**src/design/rioc_pkg.sv**
```systemverilog
// constants and types of the residual instantaneous overcurrent trip
package rioc_pkg;
   localparam int unsigned MEAS_W          = 16;
   localparam int unsigned PCT_W           = 12;
   localparam logic [11:0] START_PCT_DEF   = 12'h0C8;
   localparam logic [11:0] START_PCT_MIN   = 12'h00A;
   localparam logic [11:0] START_PCT_MAX   = 12'h3E8;
   localparam logic [11:0] START_PCT_XMAX  = 12'hBB8;
   localparam logic [11:0] START_PCT_STEP  = 12'h001;
   localparam int unsigned PCT_FULL        = 100;
   typedef enum logic [1:0] {
      RIOC_OP_OFF,
      RIOC_OP_PEAK,
      RIOC_OP_FUND
   } rioc_op_t;
endpackage

```
**src/design/rioc_meas_if.sv**
```systemverilog
// measurement carrier between the trip top and its comparator
`timescale 1ns/10ps
interface rioc_meas_if;
   import rioc_pkg::*;
   logic [MEAS_W-1:0] meas;
   logic [MEAS_W+PCT_W:0] thresh;
   logic              upd;
   logic              over;
   modport src (output meas, output thresh, output upd, input over);
   modport cmp (input meas, input thresh, input upd, output over);
endinterface

```
**src/design/rioc_cmp.sv**
```systemverilog
// combinational comparison of measure against threshold
`timescale 1ns/10ps
module rioc_cmp
   import rioc_pkg::*;
(
   rioc_meas_if.cmp m
);
   import rioc_pkg::*;
   logic [MEAS_W+PCT_W:0] scaled;
   // the measure is in units of rated current; compare meas*100 > pct
   assign scaled = (MEAS_W+PCT_W+1)'(m.meas) * (MEAS_W+PCT_W+1)'(PCT_FULL);
   // only a fresh measure counts, so a stale value never trips
   assign m.over = m.upd && (scaled > m.thresh);
endmodule

```
**src/design/rioc_trip.sv**
```systemverilog
// residual instantaneous overcurrent trip decision and decision logic
//
// Behaviour
// - internal trip registers the comparison, one clock after the update.
// - operation is off, peak or fundamental, default off, off never trips.
// - start threshold is an integer percent, step one, default 200.
// - start threshold accepts 10 to 1000, or up to 3000 when extended.
// - while the doubling input is high the threshold used is twice the set.
// - while the block input is high the general trip stays low.
// - general trip is internal trip and enabled and not blocked.
// - each change of general trip outside reset emits an on or off event; reset clears it with none.
`timescale 1ns/10ps
module rioc_trip
   import rioc_pkg::*;
(
   input  wire logic                i_sys_clk,
   input  wire logic                i_rst,
   input  wire rioc_pkg::rioc_op_t  i_operation,
   input  wire logic [PCT_W-1:0]    i_start_pct,
   input  wire logic                i_start_pct_we,
   input  wire logic                i_ext_range,
   input  wire logic                i_threshold_double_in,
   input  wire logic                i_function_block_in,
   input  wire logic [MEAS_W-1:0]   i_residual_peak_value,
   input  wire logic [MEAS_W-1:0]   i_residual_fundamental_rms,
   input  wire logic                i_meas_upd,
   output logic                     o_internal_trip,
   output logic                     o_general_trip_out,
   output logic                     o_event_on,
   output logic                     o_event_off,
   output logic [PCT_W-1:0]         o_start_pct,
   output rioc_pkg::rioc_op_t       o_operation
);
   import rioc_pkg::*;

   ////////////////////////////////////////////////////////////////////////
   // input synchronisers for user logic levels
   logic dbl_s1_r, dbl_r, blk_s1_r, blk_r;
   always_ff @(posedge i_sys_clk)
   begin
      if (i_rst)
      begin
         dbl_s1_r <= 1'b0;
         dbl_r    <= 1'b0;
         blk_s1_r <= 1'b0;
         blk_r    <= 1'b0;
      end
      else
      begin
         dbl_s1_r <= i_threshold_double_in;
         dbl_r    <= dbl_s1_r;
         blk_s1_r <= i_function_block_in;
         blk_r    <= blk_s1_r;
      end
   end

   ////////////////////////////////////////////////////////////////////////
   // settings
   rioc_op_t         op_r;
   logic [PCT_W-1:0] pct_r;
   logic             pct_ok;
   // out of range writes are ignored
   assign pct_ok = (i_start_pct >= START_PCT_MIN) &&
      (i_start_pct <= (i_ext_range ? START_PCT_XMAX : START_PCT_MAX));
   always_ff @(posedge i_sys_clk)
   begin
      if (i_rst)
         pct_r <= START_PCT_DEF;
      else if (i_start_pct_we && pct_ok)
         pct_r <= i_start_pct;
   end
   always_ff @(posedge i_sys_clk)
   begin
      if (i_rst)
         op_r <= RIOC_OP_OFF;
      else
         op_r <= i_operation;
   end
   assign o_start_pct = pct_r;
   assign o_operation = op_r;

   ////////////////////////////////////////////////////////////////////////
   // comparison
   rioc_meas_if mif ();
   assign mif.meas = (op_r == RIOC_OP_PEAK) ? i_residual_peak_value
                                            : i_residual_fundamental_rms;
   assign mif.thresh = dbl_r ? {(MEAS_W)'(0), pct_r, 1'b0}
                             : {(MEAS_W+1)'(0), pct_r};
   assign mif.upd = i_meas_upd;
   rioc_cmp u_cmp (.m(mif));

   logic itrip_r;
   always_ff @(posedge i_sys_clk)
   begin
      if (i_rst)
         itrip_r <= 1'b0;
      else if (op_r == RIOC_OP_OFF)
         itrip_r <= 1'b0;
      else if (i_meas_upd)
         itrip_r <= mif.over;
   end
   assign o_internal_trip = itrip_r;

   ////////////////////////////////////////////////////////////////////////
   // decision logic and events
   logic gen_r, ev_on_r, ev_off_r, gen_nxt;
   assign gen_nxt = itrip_r && (op_r != RIOC_OP_OFF) && !blk_r;
   always_ff @(posedge i_sys_clk)
   begin
      if (i_rst)
         gen_r <= 1'b0;
      else
         gen_r <= gen_nxt;
   end
   always_ff @(posedge i_sys_clk)
   begin
      if (i_rst)
      begin
         ev_on_r  <= 1'b0;
         ev_off_r <= 1'b0;
      end
      else
      begin
         ev_on_r  <= gen_nxt && !gen_r;
         ev_off_r <= !gen_nxt && gen_r;
      end
   end
   assign o_general_trip_out = gen_r;
   assign o_event_on         = ev_on_r;
   assign o_event_off        = ev_off_r;

   ////////////////////////////////////////////////////////////////////////
   // checks
   chk_trip_needs_enable: assert property (@(posedge i_sys_clk)
      disable iff (i_rst) o_general_trip_out |->
      $past(itrip_r) && !$past(blk_r) && $past(op_r) != RIOC_OP_OFF)
      else $error("general trip without its causes");
   chk_block_holds_low: assert property (@(posedge i_sys_clk)
      disable iff (i_rst) blk_r |=> !o_general_trip_out)
      else $error("general trip while blocked");
   chk_off_no_trip: assert property (@(posedge i_sys_clk)
      disable iff (i_rst) op_r == RIOC_OP_OFF |=> !o_internal_trip)
      else $error("internal trip while off");
   chk_trip_immediate: assert property (@(posedge i_sys_clk)
      disable iff (i_rst) (i_meas_upd && mif.over && op_r != RIOC_OP_OFF)
      |=> o_internal_trip)
      else $error("internal trip late");
   chk_trip_drops: assert property (@(posedge i_sys_clk)
      disable iff (i_rst) (i_meas_upd && !mif.over) |=> !o_internal_trip)
      else $error("internal trip did not drop");
   chk_event_on: assert property (@(posedge i_sys_clk)
      disable iff (i_rst) $rose(o_general_trip_out) |-> o_event_on)
      else $error("missing on event");
   chk_event_off: assert property (@(posedge i_sys_clk)
      disable iff (i_rst) $fell(o_general_trip_out) |-> o_event_off)
      else $error("missing off event");
   // the measure is scaled by a hundred to meet the percent setting
   chk_double_thresh: assert property (@(posedge i_sys_clk)
      disable iff (i_rst) (i_meas_upd && dbl_r &&
      32'(mif.meas) * PCT_FULL <= 32'(pct_r) * 2) |=> !o_internal_trip)
      else $error("threshold not doubled");
   chk_pct_range: assert property (@(posedge i_sys_clk)
      disable iff (i_rst) pct_r >= START_PCT_MIN && pct_r <= START_PCT_XMAX)
      else $error("start setting out of range");

   ////////////////////////////////////////////////////////////////////////
   // behaviour checks independent of the comparator
   chk_double_trips: assert property (@(posedge i_sys_clk)
      disable iff (i_rst) (i_meas_upd && dbl_r && op_r != RIOC_OP_OFF &&
      32'(mif.meas) * PCT_FULL > 32'(pct_r) * 2) |=> o_internal_trip)
      else $error("doubled threshold not tripped");
   chk_single_trips: assert property (@(posedge i_sys_clk)
      disable iff (i_rst) (i_meas_upd && !dbl_r && op_r != RIOC_OP_OFF &&
      32'(mif.meas) * PCT_FULL > 32'(pct_r)) |=> o_internal_trip)
      else $error("measure over threshold not tripped");
   chk_single_holds: assert property (@(posedge i_sys_clk)
      disable iff (i_rst) (i_meas_upd && !dbl_r &&
      32'(mif.meas) * PCT_FULL <= 32'(pct_r)) |=> !o_internal_trip)
      else $error("measure at threshold tripped");
   chk_trip_holds: assert property (@(posedge i_sys_clk)
      disable iff (i_rst) (!i_meas_upd && op_r != RIOC_OP_OFF)
      |=> $stable(o_internal_trip))
      else $error("internal trip moved without update");
   chk_peak_source: assert property (@(posedge i_sys_clk)
      disable iff (i_rst) op_r == RIOC_OP_PEAK
      |-> mif.meas == i_residual_peak_value)
      else $error("peak mode compares the wrong measure");
   chk_fund_source: assert property (@(posedge i_sys_clk)
      disable iff (i_rst) op_r == RIOC_OP_FUND
      |-> mif.meas == i_residual_fundamental_rms)
      else $error("fundamental mode compares the wrong measure");
   chk_gen_follows: assert property (@(posedge i_sys_clk)
      disable iff (i_rst) (o_internal_trip && op_r != RIOC_OP_OFF && !blk_r)
      |=> o_general_trip_out)
      else $error("general trip missing");
   chk_event_on_src: assert property (@(posedge i_sys_clk)
      disable iff (i_rst) o_event_on |-> $rose(o_general_trip_out))
      else $error("on event without a rise");
   chk_event_off_src: assert property (@(posedge i_sys_clk)
      disable iff (i_rst) o_event_off |-> $fell(o_general_trip_out))
      else $error("off event without a fall");
   chk_event_onehot: assert property (@(posedge i_sys_clk)
      disable iff (i_rst) !(o_event_on && o_event_off))
      else $error("on and off events together");
   chk_op_follows: assert property (@(posedge i_sys_clk)
      disable iff (i_rst) 1'b1 |=> o_operation == $past(i_operation))
      else $error("operation setting not taken");
   chk_pct_hold: assert property (@(posedge i_sys_clk)
      disable iff (i_rst) !i_start_pct_we |=> $stable(o_start_pct))
      else $error("start setting moved without a write");
   chk_pct_refused: assert property (@(posedge i_sys_clk)
      disable iff (i_rst) (i_start_pct_we && (i_start_pct < START_PCT_MIN ||
      i_start_pct > (i_ext_range ? START_PCT_XMAX : START_PCT_MAX)))
      |=> $stable(o_start_pct))
      else $error("out of range start setting taken");
   chk_pct_loaded: assert property (@(posedge i_sys_clk)
      disable iff (i_rst) (i_start_pct_we && i_start_pct >= START_PCT_MIN &&
      i_start_pct <= (i_ext_range ? START_PCT_XMAX : START_PCT_MAX))
      |=> o_start_pct == $past(i_start_pct))
      else $error("start setting not taken");
endmodule
```
**config.mk**
```make
export PLATFORM = sky130hd
export DESIGN_NAME = rioc_trip
export DESIGN_NICKNAME = d
export VERILOG_FILES = /design/src/design/rioc_pkg.sv /design/src/design/rioc_meas_if.sv /design/src/design/rioc_cmp.sv /design/src/design/rioc_trip.sv
export SDC_FILE = /design/constraint.sdc
export NUM_CORES = 1
export LEC_CHECK = 0
export ABC_AREA = 1
export BUFFER_PORTS_ARGS = -buffer_cell sky130_fd_sc_hd__buf_2
export CORE_MARGIN = 2
export CORE_UTILIZATION = 52
export CTS_CLUSTER_SIZE = 30
export DETAILED_ROUTE_END_ITERATION = 16
export MAX_ROUTING_LAYER = met4
export PLACE_DENSITY = 0.79
export SYNTH_ARGS = -nofsm -noshare
export SYNTH_HDL_FRONTEND = slang
export SYNTH_SLANG_ARGS = --single-unit
```
**constraint.sdc**
```tcl
create_clock -name i_sys_clk -period 3.8 [get_ports i_sys_clk]
set_input_delay 0.19 -clock i_sys_clk [delete_from_list [all_inputs] [get_ports i_sys_clk]]
set_output_delay 0.19 -clock i_sys_clk [all_outputs]
set_load 0.05 [all_outputs]
```
-- Yosys cells after proc, flatten, opt, wreduce, memory -nomap -nowiden
Index checks and enable logic that the tools add are counted.
- flip-flop bits (word level): 22
- bits in latches: 0
- memory bits (writable): 0
- memory bits (read-only): 0
- input bits: 53
- output and inout port bits: 18
- logic and storage cells: 31
- memories kept: 0
- $add $sub $neg: 0
- multiply operators: 1
- divide/modulo/power cells: 0
- $lt $le $gt $ge: 3
- eq/ne operators: 1
- shifts and indexed selects: 0
- multiplexer cells: 3
- bitwise logic cells: 0
- reduce and logical (&&, ||, !) cells: 13
- operators with widths (cell ; count):
    > comparator 23 x 13 -> 1 bit ; 1
    multiplier 16 x 5 -> 21 bit (second input constant) ; 1
    two-way mux 16 bit ; 1
    two-way mux 13 bit ; 1
    >= comparator 12 x 4 -> 1 bit (second input constant) ; 1
    <= comparator 12 bit ; 1
    two-way mux 12 bit ; 1
    logical AND 1 bit ; 7
    zero test 1 bit ; 3
    == test 2 x 1 -> 1 bit (second input constant) ; 1
    zero test 2 bit ; 1
    nonzero test 2 bit ; 1
    OR reduction 2 bit ; 1

-- Depth between registers and ports, before layout
Gate-level depths: netlist (run 1).
- depth in word-level cells: 5
- depth in mapped cells: 28
- gate-level depth less buffers: 27

-- Cells and area by module
Synthesis (run 1) repeated with hierarchy kept, for this count alone.
- cell total of the unflattened synthesis: 548
- area total of the unflattened synthesis: 3772.4 um^2
- modules (own cells, without submodules) (module ; instances ; cells each ; area an instance (um^2) ; sequential area each (um^2)):
    rioc_cmp ; 1 ; 356 ; 2356.0 ; 0.0
    rioc_trip ; 1 ; 192 ; 1416.4 ; 440.4

-- Worst setup path after synthesis (run 1)
OpenSTA, ideal clock, no wires.
- path kind: flip-flop to flip-flop
- start point: reg op_r[1] (netlist: o_operation[1])
- end point: reg itrip_r (netlist: o_internal_trip)
- setup time: 122 ps
- data arrival time: 4362 ps
- setup slack: -684 ps
- stages on the path, launching flop included: 26
- buffers on the path: 1
- cell sequence: dfxtp_1 > inv_1 > nand2_2 > buf_2 > mux2_2 > ha_1 > ha_1 > inv_1 > fa_1 > inv_1 > ha_1 > or2_1 > nand2_1 > xnor2_1 > ha_1 > nand2_1 > nor2_1 > nand2_1 > nor2_1 > nand2_1 > nor2_1 > nand2_1 > nor2_1 > a21oi_1 > nand2_1 > a21oi_2
- longest elaborated chain between the ends: 5
- elaborated cells between the ends (all ways): 7
- those cells by class: mul: 1; order compare: 1; eq/ne: 1; mux: 1; reduce/logical: 3
- RTL lines (what ; line ; RTL):
    from (decl) ; rioc_trip.sv:59 ; rioc_op_t op_r;
    from (signal assigned) ; rioc_trip.sv:77 ; op_r <= i_operation;
    == test 2 x 1 -> 1 bit ; rioc_trip.sv:85 ; assign mif.meas = (op_r == RIOC_OP_PEAK) ? i_residual_peak_value
    two-way mux 16 bit ; rioc_trip.sv:85 ;
    multiplier 16 x 5 -> 21 bit ; rioc_cmp.sv:11 ; assign scaled = (MEAS_W+PCT_W+1)'(m.meas) * (MEAS_W+PCT_W+1)'(PCT_FULL);
    > comparator 23 x 13 -> 1 bit ; rioc_cmp.sv:13 ; assign m.over = m.upd && (scaled > m.thresh);
    logical AND 1 bit ; rioc_cmp.sv:13 ;
    to (signal assigned) ; rioc_trip.sv:100 ; itrip_r <= mif.over;
    to (decl) ; rioc_trip.sv:92 ; logic itrip_r;
Several ways; a longest one is shown, not always the timed one.
A chain may end at the register's enable or synchronous reset.

-- Worst setup path in the final report (run 1)
Ends and elaborated chain as after synthesis.

==> results of run 1 <==
==> path summary, 6_finish.rpt <==
path / end / slack [ps] / cells after the start
setup / recovery: o_internal_trip / 4 / 23
hold / removal: o_operation[1] / 120 / 3
setup reg to reg: o_internal_trip / 4 / 23
hold reg to reg: dbl_r / 410 / 2
==> what timing repair did <==
action                     in CTS  in global routing
pin swaps                      13                 10
setup buffers                   3                  2
gates resized for setup        28                 31
hold buffers                    0                  0
setup endpoints to repair       1                  1
gates cloned                    1                  0
==> through the flow <==
step / setup TNS [ps] / std cells / power, mW / hold WS, ps
2_1_floorplan: 0 / 565 / 1.42 / 287
3_3_place_gp: -70.4 / 734 / 1.79 / 387
3_5_place_dp: -147 / 734 / 1.84 / 395
4_1_cts: -8.17 / 742 / 2.13 / 119
5_1_grt: -311 / 744 / 2.51 / 121
6_report: 0 / 744 / 2.27 / 121
==> layer usage <==
layer | vias to the layer above | global-route usage | wire length [µm]
li1 | 1951 | - | -
met1 | 1665 | 0.298 | 3890
met2 | 96 | 0.455 | 4510
met3 | 20 | 0.0229 | 343
met4 | 0 | 0.0497 | 154
met5 | - | - | 0
==> power breakdown <==
part / leakage [nW] / internal, mW / switching [mW]
sequential: 0.183 / 0.245 / 0.0134
combinational: 2.49 / 0.739 / 1.06
clock: 0.0357 / 0.141 / 0.0760
==> sequential cells by signal (all words and copies together) (netlist names) <==
name and flops:
o_start_pct 12, o_operation 2, blk_r 1, blk_s1_r 1
dbl_r 1, dbl_s1_r 1, o_event_off 1, o_event_on 1
o_general_trip_out 1, o_internal_trip 1
==> critical path, delay by kind of cell, from the launching register on <==
| kind | cells | cell delay [ps] |
|---|---|---|
| AO/OA/AOI/OAI | 2 | 230 |
| AND/OR/NAND/NOR | 9 | 720 |
| buffers and inverters | 5 | 360 |
| multiplexers | 1 | 310 |
| adder cells (fa/ha/maj) | 5 | 1560 |
| flip-flops | 1 | 370 |
| XOR/XNOR | 1 | 150 |
==> cell type report <==
type                            count  area, µm²  area share
Inverter                          135        514       0.110
Multi-Input combinational cell    402       2930       0.629
Timing Repair Buffer              101        594       0.128
Tap cell                           80        100      0.0215
Clock inverter                      1       30.0     0.00645
Clock buffer                        3       41.3     0.00887
Sequential cell                    22        448      0.0962
==> cell families after synthesis <==
| group | synth area share |
|---|---|
| AND/OR/NAND/NOR | 0.298 |
| buffers and inverters | 0.151 |
| adder cells (fa/ha/maj) | 0.286 |
| AO/OA/AOI/OAI | 0.0900 |
| flip-flops | 0.124 |
| multiplexers | 0.0311 |
| XOR/XNOR | 0.0198 |
==> Yosys cell counts (all sizes together) (2+ instances only) <==
library cell,count
nand4,4
nor2,50
clkbuf,5
mux2,8
nor3,3
ha,65
buf,2
a21oi,22
mux2i,2
o211ai,2
xor2,6
xnor2,2
nand3,23
fa,10
nand3b,5
dfxtp,22
nand2,155
inv,134
o21ai,32
or2,2
and2,3
a21o,2
nor4,2
==> flow_summary.json, run 1 <==
{
  "drc_errors": 0,
  "min_from": "i_operation[1]",
  "synth_edf_count": 0,
  "cts_root_buf": "clkbuf_8",
  "antenna_found_initial": 0,
  "synth_top_area_frac": 0.229,
  "reg2reg_from": "o_operation[1]",
  "synth_cell_types": 33,
  "grt_pass1_vias": 3779,
  "place_area_um2": 4290,
  "fp.dieH_um": 86.6,
  "worstSetupStartpointType": "register",
  "vias": 3732,
  "wl_per_cell_um": 12.0,
  "slowest_stage": "fa_1",
  "synth_area_leaders": "ha_1 (23%), nand2_1 (16%), inv_1 (14%)",
  "io_pins": 71,
  "yosys.area.top_type": "ha_1",
  "crit_path_end_kind": "register",
  "slowest_delay_ps": 490,
  "cts-htree-levels": 1,
  "path_clk_slew_ps": 80,
  "rsz0062_at_grt": "true",
  "rows": 30,
  "yosysSeqAreaShare": 0.124,
  "cts_tree": "yes",
  "p_leak_nw": 2.70,
  "ys_warn_count": 0,
  "worst-path-max-fanout": 6,
  "vdd_ir_drop_max_mv": 0.276,
  "die_w_um": 86.6,
  "syn-num-nets": 693,
  "hold_class": "input port to register",
  "finalClockSkew_ps": 4.70,
  "cts_buffers": 3,
  "final_area_um2": 4660,
  "coreArea_um2": 6680,
  "critPathLaunch": "o_operation[1]",
  "ant_nets": 0,
  "hold_viol": 0,
  "syn_area_per_cell_um2": 6.28,
  "maxCapViolCount": 0,
  "post-place-ws_ps": -147,
  "crit_arrival_ps": 3940,
  "yosys_register_bits": 22,
  "vias_per_cell": 5.02,
  "worst_ep_required_time_ps": 3940,
  "period_share": 0.999,
  "synth-main-ff-cell": "dfxtp_1",
  "diodes": 0,
  "final_cell_mix": "nand2_1 (138), inv_1 (128), buf_2 (70)",
  "grt-ovfl-total": 0,
  "final_common_cell": "nand2_1",
  "utilization": 0.697,
  "place.gp.congestion": 0.904,
  "synth_area_um2": 3550,
  "async_flop_share": 0,
  "post-dp-hpwl_um": 7300,
  "grt_max_degree": 21,
  "dr.pass1.iters": 4,
  "clockBufferDepth": 2,
  "cts_sinks": 22,
  "first_iter_violations": 130,
  "routed_wl_um": 8900,
  "outcome": "completed",
  "slew_viol_final": 0,
  "crit_chain": "inv_8, nand2_8, buf_6, mux2_4, ha_4, ha_1, inv_1, fa_1, inv_2, ha_4, nand2_4, inv_1, nand2_2, nand3_2, xor2_1, ha_1, a21o_1, nor2_1, nand3_1, nor2_1, nand2_1, nand2_1, a21oi_2",
  "tightestPinTransition_ps": 430,
  "setup_viol": 0,
  "clk_latency_ps": 260,
  "syn_to_final_growth_pct": 31.3,
  "place.port_buffers": 70,
  "grt_pass1_wl_um": 15200,
  "grt_usage": 0.249,
  "slew_headroom": 0.711,
  "finalWorstSetupSlack_ps": 3.91,
  "p_per_area_nw_per_um2": 488,
  "fillers": 581,
  "fmax_mhz": 263,
  "initial_core_util": 0.531,
  "dieArea_um2": 7500,
  "syn-instance-count": 565,
  "final_layout_size_suffix_gt1_frac": 0.271,
  "period_minus_slack_ps": 3800,
  "worstSetupPathType": "register to register",
  "nNetsFinal": 793
}
No activity file was read; power rests on OpenSTA's default activity.
==> run 2: changes to the inputs <==
--- a/config.mk
+++ b/config.mk
@@ -9,7 +9,6 @@
 export BUFFER_PORTS_ARGS = -buffer_cell sky130_fd_sc_hd__buf_2
 export CORE_MARGIN = 2
 export CORE_UTILIZATION = 52
-export CTS_CLUSTER_SIZE = 30
 export DETAILED_ROUTE_END_ITERATION = 16
 export MAX_ROUTING_LAYER = met4
 export PLACE_DENSITY = 0.79
==> constraint.sdc (replaced) <==
create_clock -name i_sys_clk -period 3.3 [get_ports i_sys_clk]
set_input_delay 0.165 -clock i_sys_clk [delete_from_list [all_inputs] [get_ports i_sys_clk]]
set_output_delay 0.165 -clock i_sys_clk [all_outputs]
set_load 0.05 [all_outputs]
==> run 2 against run 1 <==
Effect of this change: the flow now finishes with violations (setup timing); clock power increased by 17%; power increased by 17%; cell count increased by 3.6%; sequential cell count unchanged; clock-buffer cell count unchanged; hold slack got worse by 28 ps; wire length decreased by 0.65%; die area unchanged; core utilization increased by 0.88 points; critical path type unchanged; highest routed layer unchanged.
==> flow_summary.json, run 2 (synthesis gave the netlist of run 1 again) <==
{
  "final_cell_mix": "nand2_1 (146), inv_1 (131), buf_2 (70)",
  "p_clk_frac": 0.095,
  "place_inst": 761,
  "crit_path_end_kind": "register",
  "outcome": "complete, but fails checks",
  "grt_pass1_wl_um": 15200,
  "critPathLaunch": "o_operation[1]",
  "finalNonFillerCells": 771,
  "diodes": 0,
  "cts_tree": "yes",
  "rr_worst_depth": 25,
  "clk_latency_ps": 270,
  "slew_headroom": 0.684,
  "worstSetupPathType": "register to register",
  "rsz0062_at_grt": "true",
  "path_clk_slew_ps": 80,
  "die_w_um": 86.6,
  "period_share": 1.16,
  "cts_buffers": 3,
  "grt_usage": 0.253,
  "fp.dieH_um": 86.6,
  "fmax_mhz": 261,
  "grt_pass1_vias": 3663,
  "io_pins": 71,
  "final_common_cell": "nand2_1",
  "p_per_area_nw_per_um2": 562,
  "hold_viol": 0,
  "switching_power_mw": 1.28,
  "syn_to_final_growth_pct": 33.0,
  "crit_arrival_ps": 3980,
  "drc_errors": 0,
  "vias": 3808,
  "vias_per_cell": 4.94,
  "period_minus_slack_ps": 3830,
  "violations": "setup timing",
  "rows": 30,
  "grt-ovfl-total": 0,
  "clockBufferDepth": 2,
  "place.gp.congestion": 0.852,
  "worst_ep_required_time_ps": 3450,
  "swShare": 0.483,
  "first_iter_violations": 183,
  "final_layout_size_suffix_gt1_frac": 0.263,
  "slew_viol_final": 0,
  "pwr-share-comb": 0.792,
  "routed_wl_um": 8840,
  "finalWorstSetupSlack_ps": -535,
  "initial_core_util": 0.531,
  "cts_sinks": 22,
  "place.port_buffers": 70,
  "antenna_found_initial": 0,
  "tightestPinTransition_ps": 468,
  "cts_root_buf": "clkbuf_8",
  "wl_per_cell_um": 11.5,
  "reg2reg_from": "o_operation[1]",
  "holdWs_ps": 92.9,
  "worstSetupStartpointType": "register",
  "grt_max_degree": 16,
  "largest_reg_flops": 12,
  "p_seq_frac": 0.113,
  "dieArea_um2": 7500,
  "reg2reg_slack_ps": -530,
  "internal_power_mw": 1.37,
  "worstReg2RegEnd": "o_internal_trip",
  "worst-path-max-fanout": 10,
  "vdd_ir_drop_max_mv": 0.336,
  "dr.pass1.iters": 4,
  "coreArea_um2": 6680,
  "setup_viol": 1,
  "hold_class": "input port to register",
  "ant_nets": 0,
  "critical_path.endpoint": "o_internal_trip",
  "finalClockSkew_ps": 6.12,
  "maxCapViolCount": 0,
  "hold_buffers": 0,
  "post-dp-hpwl_um": 7440,
  "cts-htree-levels": 1,
  "p_leak_nw": 2.82,
  "nNetsFinal": 820
}
run 2: cell types whose count changed in the layout (fill, tap and decap cells not counted), sizes merged:
cell / delta
buf: +26
nand2: +1
run 2: final cells by class:
type | count | area (µm²)
Sequential cell | 22 | 448
Clock inverter | 1 | 30.0
Tap cell | 80 | 100
Timing Repair Buffer | 127 | 778
Inverter | 135 | 514
Fill cell | 585 | 1970
Clock buffer | 3 | 41.3
Multi-Input combinational cell | 403 | 2800
run 2: worst min path at each step:
| stage | from | endpoint | slack [ps] | cells past startpoint |
|---|---|---|---|---|
| after floorplan | i_operation[0] | o_operation[0] | 260 | 2 |
| after global placement | i_function_block_in | blk_s1_r | 360 | 3 |
| after detailed placement | i_operation[0] | o_operation[0] | 370 | 3 |
| after CTS | i_operation[0] | o_operation[0] | 90 | 3 |
| after global routing | i_operation[0] | o_operation[0] | 90 | 3 |
| final | i_operation[0] | o_operation[0] | 90 | 3 |
run 2: stage by stage:
step                TNS, ps   util  cell area [µm²]  setup slack, ps  power [mW]
floorplan              -472      -             3690             -472        1.63
global placement       -645  0.673             4500             -645        2.20
detailed placement     -685  0.673             4500             -685        2.26
CTS                    -498  0.699             4670             -498        2.60
global route           -822  0.706             4710             -822        2.93
finish                 -535  0.706             4710             -535        2.65
run 2: timing repair:
action | 4_1_cts | 5_1_grt
pin swaps | 8 | 2
endpoints found under the hold margin | 0 | 0
endpoints found under the setup margin | 1 | 1
setup buffers | 3 | 1
cloned | 2 | 0
gates resized for setup | 11 | 13
run 2: critical path: stages (launching register included):
cell	delay [ps]
dfxtp_4	380
inv_8	60
nand2_4	130
mux2_2	380
ha_1	300
ha_1	280
ha_1	160
inv_1	60
fa_2	400
inv_2	70
nand2_1	50
nand2_1	90
nand2_1	70
xnor2_1	130
ha_1	310
nand2_2	70
nor2_2	130
nand2_1	60
nor2_1	80
nand2_1	70
nor2_1	100
nand2_1	70
nor2_2	90
a21oi_2	60
nand2_1	70
a21oi_2	50
run 2: metal layers:
layer | vias to the layer above | routed length (µm) | share of wire | global-route usage
li1 | 2002 | - | - | -
met1 | 1718 | 4000 | 0.45 | 0.310
met2 | 78 | 4430 | 0.50 | 0.460
met3 | 10 | 310 | 0.035 | 0.0210
met4 | 0 | 99 | 0.011 | 0.0384
met5 | - | 0 | 0 | -
run 2: power groups by stage:
stage	registers (mW)	clock network, mW	logic [mW]
6_report	0.299	0.253	2.10
5_1_grt	0.301	0.263	2.36
4_1_cts	0.298	0.257	2.04
3_5_place_dp	0.302	0	1.96
3_3_place_gp	0.301	0	1.90
2_1_floorplan	0.352	0	1.28
==> run 3: changes to the inputs <==
--- a/config.mk
+++ b/config.mk
@@ -7,7 +7,6 @@
 export LEC_CHECK = 0
 export ABC_AREA = 1
 export BUFFER_PORTS_ARGS = -buffer_cell sky130_fd_sc_hd__buf_2
-export CORE_MARGIN = 2
 export CORE_UTILIZATION = 52
 export DETAILED_ROUTE_END_ITERATION = 16
 export MAX_ROUTING_LAYER = met4
@@ -15,3 +14,4 @@
 export SYNTH_ARGS = -nofsm -noshare
 export SYNTH_HDL_FRONTEND = slang
 export SYNTH_SLANG_ARGS = --single-unit
+export TNS_END_PERCENT = 10
==> run 3 against run 2 <==
Effect of this change: the run still ends with setup timing left; critical endpoint unchanged; clock power about the same; clock skew increased by 0.68 ps; register-to-register slack barely moved; maximum frequency barely moved; critical path type unchanged; cell count down 1.4%; wire length up 2.4%; worst setup slack better by 2.8 ps; die area decreased by 4.6%; global-route usage increased by 1.3 points; combinational power rose by 2%; largest cell class unchanged; core utilization grew 2.5 points; design area is essentially flat.
==> flow_summary.json, run 3 (synthesis gave the netlist of run 1 again) <==
{
  "largest_reg_flops": 12,
  "setup_viol": 1,
  "utilization": 0.730,
  "ant_nets": 0,
  "fillers": 513,
  "rows": 29,
  "period_minus_slack_ps": 3830,
  "hold_viol": 0,
  "cts_root_buf": "clkbuf_8",
  "register_area_um2": 448,
  "p_seq_frac": 0.111,
  "final_common_cell": "nand2_1",
  "dr.pass1.iters": 4,
  "post-dp-hpwl_um": 7390,
  "initial_core_util": 0.549,
  "final_area_um2": 4720,
  "nNetsFinal": 812,
  "p_clk_frac": 0.093,
  "clockBufferDepth": 2,
  "first_iter_violations": 203,
  "vias": 3761,
  "coreArea_um2": 6460,
  "dieArea_um2": 7150,
  "violations": "setup timing",
  "grt-ovfl-total": 0,
  "worstSetupPathType": "register to register",
  "die_w_um": 84.6,
  "grt_usage": 0.265,
  "grt_pass1_vias": 3661,
  "slew_headroom": 0.687,
  "final_layout_size_suffix_gt1_frac": 0.261,
  "diodes": 0,
  "fp.dieH_um": 84.6,
  "wl_per_cell_um": 11.9,
  "crit_arrival_ps": 3980,
  "period_share": 1.16,
  "p_leak_nw": 2.80,
  "hold_class": "input port to register",
  "hold_buffers": 0,
  "worst_ep_required_time_ps": 3450,
  "place.port_buffers": 70,
  "path_clk_slew_ps": 80,
  "finalClockSkew_ps": 6.80,
  "finalSetupTns_ps": -532,
  "tightestPinTransition_ps": 464,
  "grt_pass1_wl_um": 15200,
  "clk_latency_ps": 260,
  "antenna_found_initial": 0,
  "cts_sinks": 22,
  "switching_power_mw": 1.30,
  "grt_max_degree": 16,
  "cts_buffers": 3,
  "maxCapViolCount": 0,
  "slew_viol_final": 0,
  "io_pins": 71,
  "final_cell_mix": "nand2_1 (145), inv_1 (131), buf_2 (70)",
  "cts-htree-levels": 1,
  "place.gp.congestion": 0.935,
  "rsz0062_at_grt": "true",
  "p_per_area_nw_per_um2": 569,
  "vdd_ir_drop_max_mv": 0.313,
  "syn_to_final_growth_pct": 33.0,
  "pwr-share-comb": 0.796,
  "place_area_um2": 4440,
  "holdWs_ps": 99.0,
  "finalWorstSetupSlack_ps": -532,
  "internal_power_mw": 1.38,
  "fmax_mhz": 261,
  "routed_wl_um": 9050,
  "outcome": "complete, but fails checks",
  "drc_errors": 0,
  "cts_tree": "yes",
  "multi_input_area_um2": 2870,
  "swShare": 0.484,
  "crit_path_end_kind": "register",
  "vias_per_cell": 4.95,
  "worstSetupStartpointType": "register",
  "worst-path-max-fanout": 6
}
run 3: stage by stage:
stage	std cells	setup slack [ps]	total power, mW
floorplan	565	-472	1.63
global placement	751	-603	2.15
detailed placement	751	-696	2.21
CTS	758	-550	2.51
global route	760	-799	2.98
finish	760	-532	2.68
run 3: repair_timing:
action	4_1_cts	5_1_grt
resized for setup	8	22
setup buffers	1	2
gates cloned	2	0
pin swaps	3	10
setup endpoints to repair	1	1
run 3: critical path, stage by stage, from the launching register on:
cell and delay (ps):
dfxtp_4 370, inv_8 80, nand2_4 100, o21ai_4 160
inv_1 60, ha_1 330, ha_4 260, ha_4 280
xor2_2 190, ha_4 250, nand2_1 120, nand3_2 120
xor2_1 180, ha_1 310, nand2_2 80, nor2_4 110
nand2_1 50, nor2_1 90, nand2_1 70, nor2_1 120
nand2_1 60, nor2_1 120, a21oi_1 80, nand2_1 70
a21oi_2 50
run 3: routing by layer:
| metal | share of wire | vias to the layer above | wire length [µm] | track usage |
|---|---|---|---|---|
| met2 | 0.51 | 74 | 4630 | 0.503 |
| met5 | 0 | - | 0 | - |
| met1 | 0.44 | 1679 | 4010 | 0.307 |
| met3 | 0.031 | 16 | 284 | 0.0285 |
| li1 | - | 1992 | - | - |
| met4 | 0.014 | 0 | 127 | 0.0354 |
run 3: worst paths after layout:
check / from / to / slack, ps / depth (start not counted)
setup / recovery: o_operation[1] / o_internal_trip / -530 / 24
hold / removal: i_operation[0] / o_operation[0] / 100 / 3
setup reg to reg: o_operation[1] / o_internal_trip / -530 / 24
hold reg to reg: dbl_s1_r / dbl_r / 410 / 2
run 3: power by group through the flow:
stage | clock network (mW) | logic [mW] | registers, mW
after global placement | 0 | 1.85 | 0.300
after detailed placement | 0 | 1.91 | 0.301
final | 0.250 | 2.14 | 0.297
after CTS | 0.252 | 1.97 | 0.297
after global routing | 0.263 | 2.42 | 0.300
after floorplan | 0 | 1.28 | 0.352
run 3: final cells by class:
| cell class | count | share of cell area |
|---|---|---|
| Clock buffer | 3 | 0.00875 |
| Clock inverter | 1 | 0.00637 |
| Inverter | 135 | 0.109 |
| Multi-Input combinational cell | 403 | 0.608 |
| Sequential cell | 22 | 0.0950 |
| Tap cell | 77 | 0.0204 |
| Timing Repair Buffer | 119 | 0.152 |
